File: src/logic/interval_rtc_map.vh
// Purpose: Offsets, fields, reset values and timing for the interval RTC
// Assumes: 50 MHz system clock, 32768 Hz crystal rate
// Notes:   Definitions only
`ifndef INTERVAL_RTC_MAP_VH
`define INTERVAL_RTC_MAP_VH

`define OFF_CTRL        8'hA1
`define OFF_FRAC        8'hA2
`define OFF_SEC         8'hA3
`define OFF_MIN         8'hA4
`define OFF_HOUR        8'hA5
`define OFF_TARGET      8'hA6

`define BIT_TIME_CLOCK_ENABLE        0
`define BIT_INTERVAL_COUNT_ENABLE        1
`define BIT_FLAG        2
`define BIT_ONESHOT     3
`define BIT_TB_LO       4
`define BIT_TB_HI       5
`define BIT_RES6        6

`define RST_BYTE        8'h00
`define PRESCALE_MAX    8'hFF
`define FRAC_MAX        8'h7F
`define SEC_MAX         8'h3B
`define MIN_MAX         8'h3B
`define HOUR_MAX        8'h17

`define IRQ_VECTOR      16'h0053
`define HOLD_NS         30500
`define CLK_HZ          50000000
`define XTAL_HZ         32768

`endif

File: src/logic/interval_rtc_counter.v
// Purpose: Time interval counter with real-time clock chain
// Assumes: SFR port synchronous to i_clk; i_por is a power-on reset
// Notes:   Crystal clock modelled as an enable pulse from a divider
`include "interval_rtc_map.vh"
`default_nettype none
module interval_rtc_counter #(
   parameter CLK_HZ  = `CLK_HZ,
   parameter XTAL_HZ = `XTAL_HZ
)(
   input  wire        i_clk,
   input  wire        i_rst,
   input  wire        i_por,
   input  wire        i_wr,
   input  wire        i_rd,
   input  wire [7:0]  i_addr,
   input  wire [7:0]  i_wdata,
   input  wire        i_irq_en,
   input  wire        i_power_down,
   output reg  [7:0]  o_rdata,
   output reg         o_irq,
   output reg         o_wake,
   output reg  [15:0] o_vector
);
   localparam XTAL_DIV = CLK_HZ / XTAL_HZ;
   // Least hold time rounds up to whole cycles
   // kHz scaling keeps the 50 MHz product inside 32-bit integer range
   localparam integer HOLD_CYC =
      (`HOLD_NS * (CLK_HZ / 1000) + 999999) / 1000000;
   localparam [10:0] HOLD_LAST = HOLD_CYC[10:0] - 11'h001;

   function sel;
      input [7:0] addr;
      input [7:0] off;
      begin
         sel = (addr == off);
      end
   endfunction

   // Control fields
   reg        res6_q;
   reg [1:0]  tb_q;
   reg        one_shot_q;
   reg        flag_q;
   reg        interval_count_enable_q;
   reg        time_clock_enable_q;
   reg [7:0]  target_q;
   reg [7:0]  icnt_q;

   reg        res6_d;
   reg [1:0]  tb_d;
   reg        one_shot_d;
   reg        flag_d;
   reg        interval_count_enable_d;
   reg        time_clock_enable_d;
   reg [7:0]  target_d;
   reg [7:0]  icnt_d;

   // Low-time counters for the two enables
   reg [10:0] time_clock_enable_low_q;
   reg [10:0] interval_count_enable_low_q;
   reg        time_clock_enable_cleared_q;
   reg [10:0] time_clock_enable_low_d;
   reg [10:0] interval_count_enable_low_d;
   reg        time_clock_enable_cleared_d;

   wire       xtick;
   wire       wr_ctrl;
   wire       warm;
   wire       chain_clr;
   wire       time_clock_enable_hold_done;
   wire       interval_count_enable_hold_done;
   wire       step;
   wire [7:0] icnt_nxt;
   wire       match;
   wire [7:0] ctrl_rd;
   wire [4:0] wrap;
   wire [4:0] stage_step;
   wire [4:0] stage_load;
   wire [39:0] stage_cnt;

   xtal_tick #(
      .DIV    (XTAL_DIV)
   ) u_tick (
      .i_clk  (i_clk),
      .i_rst  (i_por),
      .o_tick (xtick)
   );

   assign wr_ctrl = i_wr && sel(i_addr, `OFF_CTRL);
   assign warm    = i_rst && !i_por;

   assign time_clock_enable_hold_done = !time_clock_enable_q && (time_clock_enable_low_q == HOLD_LAST);
   assign interval_count_enable_hold_done = !interval_count_enable_q && (interval_count_enable_low_q == HOLD_LAST);

   // Power-on always clears; warm reset only when clock disabled
   assign chain_clr = i_por
                    || (i_rst && !time_clock_enable_q)
                    || (time_clock_enable_hold_done && !time_clock_enable_cleared_q);

   // Stage 0 prescaler, then fraction, seconds, minutes, hours
   genvar g;
   generate
      for (g = 0; g < 5; g = g + 1) begin : g_chain
         if (g == 0) begin : g_pre
            assign stage_step[g] = xtick && time_clock_enable_q;
            assign stage_load[g] = 1'b0;
         end else begin : g_reg
            localparam [31:0] OFFS = `OFF_CTRL + g;
            assign stage_step[g] = wrap[g-1];
            // Writes ignored while the clock runs
            assign stage_load[g] = i_wr && !time_clock_enable_q
               && sel(i_addr, OFFS[7:0]);
         end
         rtc_digit #(
            .MAXV     ((g == 0) ? `PRESCALE_MAX :
                       (g == 1) ? `FRAC_MAX :
                       (g == 2) ? `SEC_MAX :
                       (g == 3) ? `MIN_MAX :
                                  `HOUR_MAX)
         ) u_digit (
            .i_clk    (i_clk),
            .i_clr    (chain_clr),
            .i_load   (stage_load[g]),
            .i_ld_val (i_wdata),
            .i_step   (stage_step[g]),
            .o_count  (stage_cnt[g*8 +: 8]),
            .o_wrap   (wrap[g])
         );
      end
   endgenerate

   // Overflow of the chosen register clocks the interval counter
   assign step = (tb_q == 2'b00) ? wrap[0] :
                 (tb_q == 2'b01) ? wrap[1] :
                 (tb_q == 2'b10) ? wrap[2] :
                                   wrap[3];

   assign icnt_nxt = icnt_q + 8'h01;
   assign match    = interval_count_enable_q && step && (icnt_nxt == target_q);

   assign ctrl_rd = {1'b0, res6_q, tb_q, one_shot_q,
                     flag_q, interval_count_enable_q, time_clock_enable_q};

   always @* begin
      res6_d         = res6_q;
      tb_d           = tb_q;
      one_shot_d     = one_shot_q;
      flag_d         = flag_q;
      interval_count_enable_d         = interval_count_enable_q;
      time_clock_enable_d         = time_clock_enable_q;
      target_d       = target_q;
      icnt_d         = icnt_q;
      time_clock_enable_low_d     = time_clock_enable_low_q;
      interval_count_enable_low_d     = interval_count_enable_low_q;
      time_clock_enable_cleared_d = time_clock_enable_cleared_q;

      if (wr_ctrl) begin
         res6_d     = i_wdata[`BIT_RES6];
         tb_d       = i_wdata[`BIT_TB_HI:`BIT_TB_LO];
         one_shot_d = i_wdata[`BIT_ONESHOT];
         flag_d     = i_wdata[`BIT_FLAG];
         interval_count_enable_d     = i_wdata[`BIT_INTERVAL_COUNT_ENABLE];
         time_clock_enable_d     = i_wdata[`BIT_TIME_CLOCK_ENABLE];
      end
      if (i_wr && sel(i_addr, `OFF_TARGET))
         target_d = i_wdata;

      if (interval_count_enable_q && step) begin
         if (match) begin
            if (one_shot_q) begin
               icnt_d = icnt_nxt;
               // Software write of the enable in this cycle wins
               if (!wr_ctrl)
                  interval_count_enable_d = 1'b0;
            end else begin
               icnt_d = 8'h00;
            end
         end else begin
            icnt_d = icnt_nxt;
         end
      end
      if (interval_count_enable_hold_done)
         icnt_d = 8'h00;

      // Set wins over a clear written in the same cycle
      if (match)
         flag_d = 1'b1;

      if (time_clock_enable_q)
         time_clock_enable_low_d = 11'h000;
      else if (time_clock_enable_low_q != HOLD_LAST)
         time_clock_enable_low_d = time_clock_enable_low_q + 11'h001;

      if (interval_count_enable_q)
         interval_count_enable_low_d = 11'h000;
      else if (interval_count_enable_low_q != HOLD_LAST)
         interval_count_enable_low_d = interval_count_enable_low_q + 11'h001;

      // Clear once per low period so later writes stick
      if (time_clock_enable_q)
         time_clock_enable_cleared_d = 1'b0;
      else if (time_clock_enable_hold_done)
         time_clock_enable_cleared_d = 1'b1;
   end

   always @(posedge i_clk) begin
      if (i_por) begin
         res6_q         <= 1'b0;
         tb_q           <= 2'b00;
         one_shot_q     <= 1'b0;
         flag_q         <= 1'b0;
         interval_count_enable_q         <= 1'b0;
         time_clock_enable_q         <= 1'b0;
         target_q       <= `RST_BYTE;
         icnt_q         <= 8'h00;
         time_clock_enable_low_q     <= 11'h000;
         interval_count_enable_low_q     <= 11'h000;
         time_clock_enable_cleared_q <= 1'b1;
      end else if (warm) begin
         res6_q         <= 1'b0;
         tb_q           <= 2'b00;
         one_shot_q     <= 1'b0;
         flag_q         <= 1'b0;
         interval_count_enable_q         <= 1'b0;
         time_clock_enable_q         <= time_clock_enable_q;
         target_q       <= `RST_BYTE;
         icnt_q         <= 8'h00;
         time_clock_enable_low_q     <= 11'h000;
         interval_count_enable_low_q     <= 11'h000;
         time_clock_enable_cleared_q <= 1'b1;
      end else begin
         res6_q         <= res6_d;
         tb_q           <= tb_d;
         one_shot_q     <= one_shot_d;
         flag_q         <= flag_d;
         interval_count_enable_q         <= interval_count_enable_d;
         time_clock_enable_q         <= time_clock_enable_d;
         target_q       <= target_d;
         icnt_q         <= icnt_d;
         time_clock_enable_low_q     <= time_clock_enable_low_d;
         interval_count_enable_low_q     <= interval_count_enable_low_d;
         time_clock_enable_cleared_q <= time_clock_enable_cleared_d;
      end
   end

   // Registered read port; unmapped addresses read zero
   always @(posedge i_clk) begin
      if (i_rst || i_por) begin
         o_rdata <= 8'h00;
      end else if (i_rd) begin
         case (i_addr)
            `OFF_CTRL:   o_rdata <= ctrl_rd;
            `OFF_FRAC:   o_rdata <= stage_cnt[15:8];
            `OFF_SEC:    o_rdata <= stage_cnt[23:16];
            `OFF_MIN:    o_rdata <= stage_cnt[31:24];
            `OFF_HOUR:   o_rdata <= stage_cnt[39:32];
            `OFF_TARGET: o_rdata <= target_q;
            default:     o_rdata <= 8'h00;
         endcase
      end
   end

   // Interrupt and wake follow the flag by one cycle
   always @(posedge i_clk) begin
      if (i_rst || i_por) begin
         o_irq    <= 1'b0;
         o_wake   <= 1'b0;
         o_vector <= 16'h0000;
      end else begin
         o_irq    <= flag_q && i_irq_en;
         o_wake   <= flag_q && i_irq_en && i_power_down;
         o_vector <= (flag_q && i_irq_en && i_power_down)
                     ? `IRQ_VECTOR : 16'h0000;
      end
   end
endmodule // interval_rtc_counter
`default_nettype wire

File: src/logic/rtc_digit.v
// Purpose: Wrapping counter stage of the time chain
// Assumes: Load only while the chain is stopped
// Notes:   Wrap is combinational so carries ripple in one cycle
`include "interval_rtc_map.vh"
`default_nettype none
module rtc_digit #(
   parameter [7:0]  MAXV = 8'h3B
)(
   input  wire       i_clk,
   input  wire       i_clr,
   input  wire       i_load,
   input  wire [7:0] i_ld_val,
   input  wire       i_step,
   output reg  [7:0] o_count,
   output wire       o_wrap
);
   assign o_wrap = i_step && (o_count == MAXV);

   always @(posedge i_clk) begin
      if (i_clr)
         o_count <= `RST_BYTE;
      else if (i_load)
         o_count <= i_ld_val;
      else if (o_wrap)
         o_count <= `RST_BYTE;
      else if (i_step)
         o_count <= o_count + 8'h01;
   end
endmodule // rtc_digit
`default_nettype wire

File: src/logic/xtal_tick.v
// Purpose: One-cycle enable at the crystal rate
// Assumes: DIV at least 2
// Notes:   Rate error of integer division is accepted
`default_nettype none
module xtal_tick #(
   parameter        DIV = 1525
)(
   input  wire      i_clk,
   input  wire      i_rst,
   output reg       o_tick
);
   reg [10:0] cnt_q;

   always @(posedge i_clk) begin
      if (i_rst) begin
         cnt_q  <= 11'h000;
         o_tick <= 1'b0;
      end else if (cnt_q == DIV[10:0] - 11'h001) begin
         cnt_q  <= 11'h000;
         o_tick <= 1'b1;
      end else begin
         cnt_q  <= cnt_q + 11'h001;
         o_tick <= 1'b0;
      end
   end
endmodule // xtal_tick
`default_nettype wire

File: config.mk
export PLATFORM = sky130hd
export DESIGN_NAME = interval_rtc_counter
export DESIGN_NICKNAME = d
export VERILOG_FILES = /design/src/logic/interval_rtc_counter.v /design/src/logic/rtc_digit.v /design/src/logic/xtal_tick.v
export VERILOG_INCLUDE_DIRS = /design/src /design/src/logic
export SDC_FILE = /design/constraint.sdc
export NUM_CORES = 1
export LEC_CHECK = 0
export BUFFER_PORTS_ARGS = -buffer_cell sky130_fd_sc_hd__buf_2
export CAP_MARGIN = 5
export CORE_AREA = 8 8 76 145
export CTS_BUF_LIST = sky130_fd_sc_hd__clkbuf_8 sky130_fd_sc_hd__clkbuf_16
export DETAILED_ROUTE_END_ITERATION = 16
export DIE_AREA = 0 0 84 153
export PLACE_DENSITY = 0.84
export SETUP_SLACK_MARGIN = 0.1
export SLEW_MARGIN = 10
export SYNTH_ARGS = -nofsm -noshare
export SYNTH_HDL_FRONTEND = slang
export SYNTH_SLANG_ARGS = --single-unit
File: constraint.sdc
create_clock -name i_clk -period 4.3 [get_ports i_clk]
set_input_delay 0.43 -clock i_clk [delete_from_list [all_inputs] [get_ports i_clk]]
set_output_delay 0.43 -clock i_clk [all_outputs]
set_load 0.005 [all_outputs]
-- Word level (Yosys, flattened, before mapping)
Index checks and enable logic that the tools add are counted.
- flip-flop bits (word level): 124
- input bits: 23
- output and inout port bits: 26
- $add $sub $neg: 9
- eq/ne operators: 19
- mux-type cells: 29
- bitwise gates (word level): 1
- reduce and logical (&&, ||, !) cells: 43
- operators by type and width (cell ; number):
    $mux 8 ; 14
    $eq 8x8->1 const B ; 7
    $add 8x1->8 const B ; 6
    $pmux 8 s6 ; 1
    $add 11x1->11 const B ; 3
    $eq 11x11->1 const B ; 3
    $logic_and 1x1->1 ; 22
    $ne 11x11->1 const B ; 2
    $eq 8x6->1 const B ; 2
    $mux 1 ; 13
    $reduce_bool 3->1 ; 4
    $reduce_or 3->1 ; 3
    $eq 8x5->1 const B ; 1
    $eq 8x7->1 const B ; 1
    $eq 8x8->1 ; 1
    $mux 7 ; 1
    $reduce_or 2->1 ; 3
    $logic_not 1->1 ; 4
    $reduce_bool 2->1 ; 2
    $logic_or 1x1->1 ; 3
    $eq 2x1->1 const B ; 1
    $eq 2x2->1 const B ; 1
    $logic_not 2->1 ; 1
    $reduce_and 2->1 ; 1
    $not 1->1 ; 1

-- Longest topological paths before layout
- depth in word-level cells: 12
- depth in mapped cells: 8
- depth with buffers taken out: 8

-- By module
From an unflattened synthesis, not the netlist that was laid out.
- cells, all modules: 740
- area total of the unflattened synthesis: 6120.9 µm²
- modules (own cells, without submodules) (module ; times used ; cells each ; area an instance (µm²) ; seq. area each (µm²)):
    interval_rtc_counter ; 1 ; 377 ; 3085.5 ; 1121.1
    rtc_digit at g_chain[2].u_digit ... ; 2 ; 60 ; 503.0 ; 160.2
    xtal_tick ; 1 ; 59 ; 565.5 ; 240.2
    rtc_digit at g_chain[4].u_digit ; 1 ; 64 ; 515.5 ; 160.2
    rtc_digit at g_chain[1].u_digit ; 1 ; 60 ; 481.7 ; 160.2
    rtc_digit at g_chain[0].u_digit ; 1 ; 60 ; 466.7 ; 160.2

-- Worst setup path after synthesis
No wires, ideal clock.
- path kind: reg2reg
- start point: register g_chain[0].u_digit.o_count[0]
- end point: register g_chain[4].u_digit.o_count[3]
- setup time: 0.074 ns
- data arrival time: 2.001 ns
- required time: 4.226 ns
- setup slack: 2.224 ns
- stages on the path, launching flop included: 9
- clock period less this slack: 2.076 ns
- cell sequence: dfxtp_1 -> ha_1 -> nand3_2 -> or3_4 -> buf_6 -> nor3_4 -> nand2_2 -> or3_1 -> a31oi_1
- longest elaborated chain between the ends: 8
- ends and longest elaborated chain (element ; line ; source):
    start, declared ; rtc_digit.v:14 ; output reg [7:0] o_count,
    start signal, assigned ; rtc_digit.v:21 ; o_count <= `RST_BYTE;
    start signal, assigned ; rtc_digit.v:23 ; o_count <= i_ld_val;
    start signal, assigned ; rtc_digit.v:25 ; o_count <= `RST_BYTE;
    $eq 8x8->1 * ; rtc_digit.v:17 ; assign o_wrap = i_step && (o_count == MAXV);
    $logic_and 1x1->1 * (4 in series) ; rtc_digit.v:17 ;
    $logic_and 1x1->1 ; rtc_digit.v:17 ;
    $mux 8 ; rtc_digit.v:24 ; else if (o_wrap)
    $mux 8 ; rtc_digit.v:22 ; else if (i_load)
    end signal, assigned ; rtc_digit.v:21 ;
    end signal, assigned ; rtc_digit.v:23 ;
    end signal, assigned ; rtc_digit.v:25 ;
    end, declared ; rtc_digit.v:14 ;
Every way passes the cells marked *; elsewhere a longest branch is shown, timed or not.
A chain may end at the register's enable or synchronous reset.

-- Final worst setup path
- start point: register g_chain[0].u_digit.o_count[0]
- end point: register g_chain[2].u_digit.o_count[5]
- longest elaborated chain between the ends: 6
- ends and longest elaborated chain (element ; line):
    $eq 8x8->1 * ; rtc_digit.v:17
    $logic_and 1x1->1 * (2 in series) ; rtc_digit.v:17
    $logic_and 1x1->1 ; rtc_digit.v:17
    $mux 8 ; rtc_digit.v:24
    $mux 8 ; rtc_digit.v:22
    end signal, assigned ; rtc_digit.v:21
    end signal, assigned ; rtc_digit.v:23
    end signal, assigned ; rtc_digit.v:25
    end, declared ; rtc_digit.v:14
Marks and branches as above.

==> impl_metrics.json <==
{
  "status": "complete, no violations",
  "worstSetupStartpointType": "register",
  "post_drt_via_cell_ratio": 6.18,
  "clock-sinks": 108,
  "ios": 49,
  "ys_seq_elements": 108,
  "clk_pin_slew_worst_paths_ns": 0.07,
  "gp_congestion": 0.952,
  "clock_skew_ns": 0.0102,
  "yosysTopAreaCell": "dfxtp_1",
  "num_rows": 50,
  "die_w_um": 84,
  "drive_gt1_share_pct": 9.34,
  "synth_ff_type": "dfxtp_1",
  "routed_wl_um": 13800,
  "cts_inserted_buffers": 9,
  "final_antenna_net_count": 0,
  "rsz0062_at_grt": "no",
  "final.min_clock_period_ns": 2.83,
  "critPathMaxFanout": 11,
  "clock.fmax_mhz": 354,
  "reg2reg_from": "g_chain[0].u_digit.o_count[0]",
  "fin_setup_tns_ns": 0,
  "clk_latency_ns": 0.35,
  "setup_viol": 0,
  "synth_seq_area_share_pct": 37.3,
  "htree_levels": 3,
  "ir_worst_vdd_mv": 0.220,
  "placed_area_mm2": 0.00592,
  "drc": 0,
  "min_path_type": "input port to register",
  "ys_types": 64,
  "worstPathRequired_ns": 4.56,
  "synth_area_leaders": "dfxtp_1, nor2_1, xor2_1",
  "grt_overflow_total": 0,
  "utilization_pct": 67.4,
  "ff2ff_setup_slack_ns": 1.47,
  "met2_usage_pct": 34.2,
  "post_cts_resized": 0,
  "design.core.area_mm2": 0.00920,
  "fin_area_mm2": 0.00619,
  "synthCells": 705,
  "die_area_mm2": 0.0129,
  "end_kind": "register",
  "dp_cells": 816,
  "die_h_um": 153,
  "grt_pass1_wl_um": 23000,
  "ys_warn_count": 0,
  "hold_depth": 2,
  "dr.pass1.iters": 7,
  "area_growth_pct": 6.82,
  "worst_slew_pin_slew_ns": 1.14,
  "vias": 5143,
  "r2r_cells": 6,
  "cts_buffer_depth": 2,
  "portBuffers": 36,
  "grt_util_met3_pct": 5.16,
  "first_global_vias": 4827,
  "drtIter0Drc": 468,
  "synth_edf_count": 0,
  "holdBufCountCts": 0,
  "grt_max_degree": 37,
  "crit_end": "g_chain[2].u_digit.o_count[5]",
  "initial_core_util_pct": 63.1,
  "n_antenna_cell": 0,
  "cts_tree": "done",
  "finalHoldViolCount": 0,
  "syn_area_mm2": 0.00580,
  "avgSynthCellArea_um2": 8.23,
  "max_cap_violations": 0,
  "power_leakage_nw": 2.28,
  "synthArstFlopShare_pct": 0,
  "slew-limit-headroom_pct": 22.7,
  "layout.cells.non_filler": 832,
  "dp_hpwl_um": 10100,
  "wire_per_inst_um": 16.6,
  "finalCritPeriodShare_pct": 65.7,
  "arrival_ns": 3.08,
  "globalRouteMet1Util_pct": 26.8,
  "cp-startpoint": "g_chain[0].u_digit.o_count[0]",
  "finalMaxSlewViolations": 0,
  "p_per_area_mw_per_mm2": 300,
  "antenna_found_initial": 0,
  "grt_use_total_pct": 21.3,
  "nets": 758,
  "busiest_layer": "met2",
  "synth_top_area_share_pct": 37.3,
  "root_buffer": "clkbuf_16",
  "post_cts_buffers": 0,
  "fill_cells": 777,
  "reg2reg_to": "g_chain[2].u_digit.o_count[5]",
  "worstSetupPathType": "register to register"
}
-- metrics by stage --
| step | setup slack [ns] | hold slack, ns | power [mW] |
|---|---|---|---|
| floorplan | 2.22 | 0.437 | 1.09 |
| global route | 1.21 | 0.286 | 1.92 |
| finish | 1.47 | 0.290 | 1.86 |
| CTS | 1.51 | 0.288 | 1.86 |
| detailed placement | 1.55 | 0.472 | 1.11 |
| global placement | 1.67 | 0.452 | 1.11 |
-- cells in the final DEF, fill, tap and decap left out, drive strengths merged, types with 17 or more instances in the layout --
cell      n
nor2    103
o21ai    30
a21oi    41
nand3    38
a211oi   19
mux2i    22
nand2    63
xor2     32
dfxtp   108
buf      38
nand4    17
and3     20
xnor2    20
-- logic make-up after synthesis --
| kind of cell | synth area share (%) |
|---|---|
| buffers and inverters | 5.03 |
| other | 0.0647 |
| multiplexers | 3.80 |
| AND/OR/NAND/NOR | 28.6 |
| AO/OA/AOI/OAI | 14.8 |
| flip-flops | 37.3 |
| adder cells (fa/ha/maj) | 2.59 |
| XOR/XNOR | 7.85 |
-- report_power, final --
part	internal [mW]	switching (mW)	total, mW
Sequential	1.01	0.00595	1.01
Combinational	0.0251	0.0551	0.0802
Clock	0.404	0.361	0.765
Total	1.44	0.422	1.86
-- layer usage --
layer  vias to the layer above  wire [um]
met4                         0        284
met5                         -          0
met2                       193       6560
met1                      2405       5910
met3                        19       1040
li1                       2526          -
-- worst min-delay path by stage --
stage	from	end	slack, ns
after floorplan	u_tick.cnt_q[0]	u_tick.cnt_q[0]	0.44
after global placement	u_tick.cnt_q[0]	u_tick.cnt_q[0]	0.45
after detailed placement	u_tick.cnt_q[0]	u_tick.cnt_q[0]	0.47
after CTS	i_power_down	o_vector[4]	0.29
after global routing	i_power_down	o_vector[4]	0.29
final	i_power_down	o_vector[4]	0.29
-- sequential cells by signal (all words and copies together), names as in the netlist --
| signal | cells |
|---|---|
| time_clock_enable_q | 1 |
| target_q | 8 |
| o_irq | 1 |
| one_shot_q | 1 |
| time_clock_enable_low_q | 11 |
| interval_count_enable_q | 1 |
| o_vector | 1 |
| time_clock_enable_cleared_q | 1 |
| tb_q | 2 |
| icnt_q | 8 |
| u_tick.cnt_q | 11 |
| res6_q | 1 |
| g_chain.u_digit.o_count | 40 |
| interval_count_enable_low_q | 11 |
| o_rdata | 8 |
| u_tick.o_tick | 1 |
| flag_q | 1 |
-- critical path: stages (launching register included) --
cell      delay, ns
dfxtp_1        0.36
ha_1           0.19
nand3_2        0.09
nor3_1         0.86
nand2_1        0.40
or4_1          0.56
a311oi_1       0.26
-- Yosys cell counts (3+ instances only) --
| master | count |
|---|---|
| xor2_1 | 32 |
| o21ai_0 | 28 |
| a22oi_1 | 13 |
| nor4b_1 | 3 |
| nor2_1 | 103 |
| inv_1 | 12 |
| or2_2 | 3 |
| nor4_1 | 3 |
| nor2b_1 | 5 |
| buf_4 | 17 |
| nor3b_1 | 3 |
| xnor2_1 | 20 |
| a221oi_1 | 4 |
| a31oi_1 | 8 |
| and2_1 | 8 |
| nand3b_1 | 4 |
| buf_2 | 6 |
| nand4_1 | 16 |
| or3_1 | 10 |
| and3_1 | 20 |
| nand3_1 | 36 |
| nor3_1 | 15 |
| a21oi_1 | 41 |
| dfxtp_1 | 108 |
| and4_1 | 7 |
| o31ai_1 | 4 |
| nand2_1 | 61 |
| mux2i_1 | 22 |
| a211oi_1 | 19 |
| ha_1 | 12 |
| clkbuf_1 | 15 |
-- final cells by class --
cell class                 instances  area, um2  share of cell area (%)
timing repair buffer              38        195                    3.15
inverter                          12       45.0                   0.727
tap                              104        130                    2.10
clock buffer                      10        239                    3.86
clock inverter                     6       32.5                   0.525
sequential                       108       2160                    34.9
multi-input combinational        554       3390                    54.7
Power figures use the tool's default switching activity.
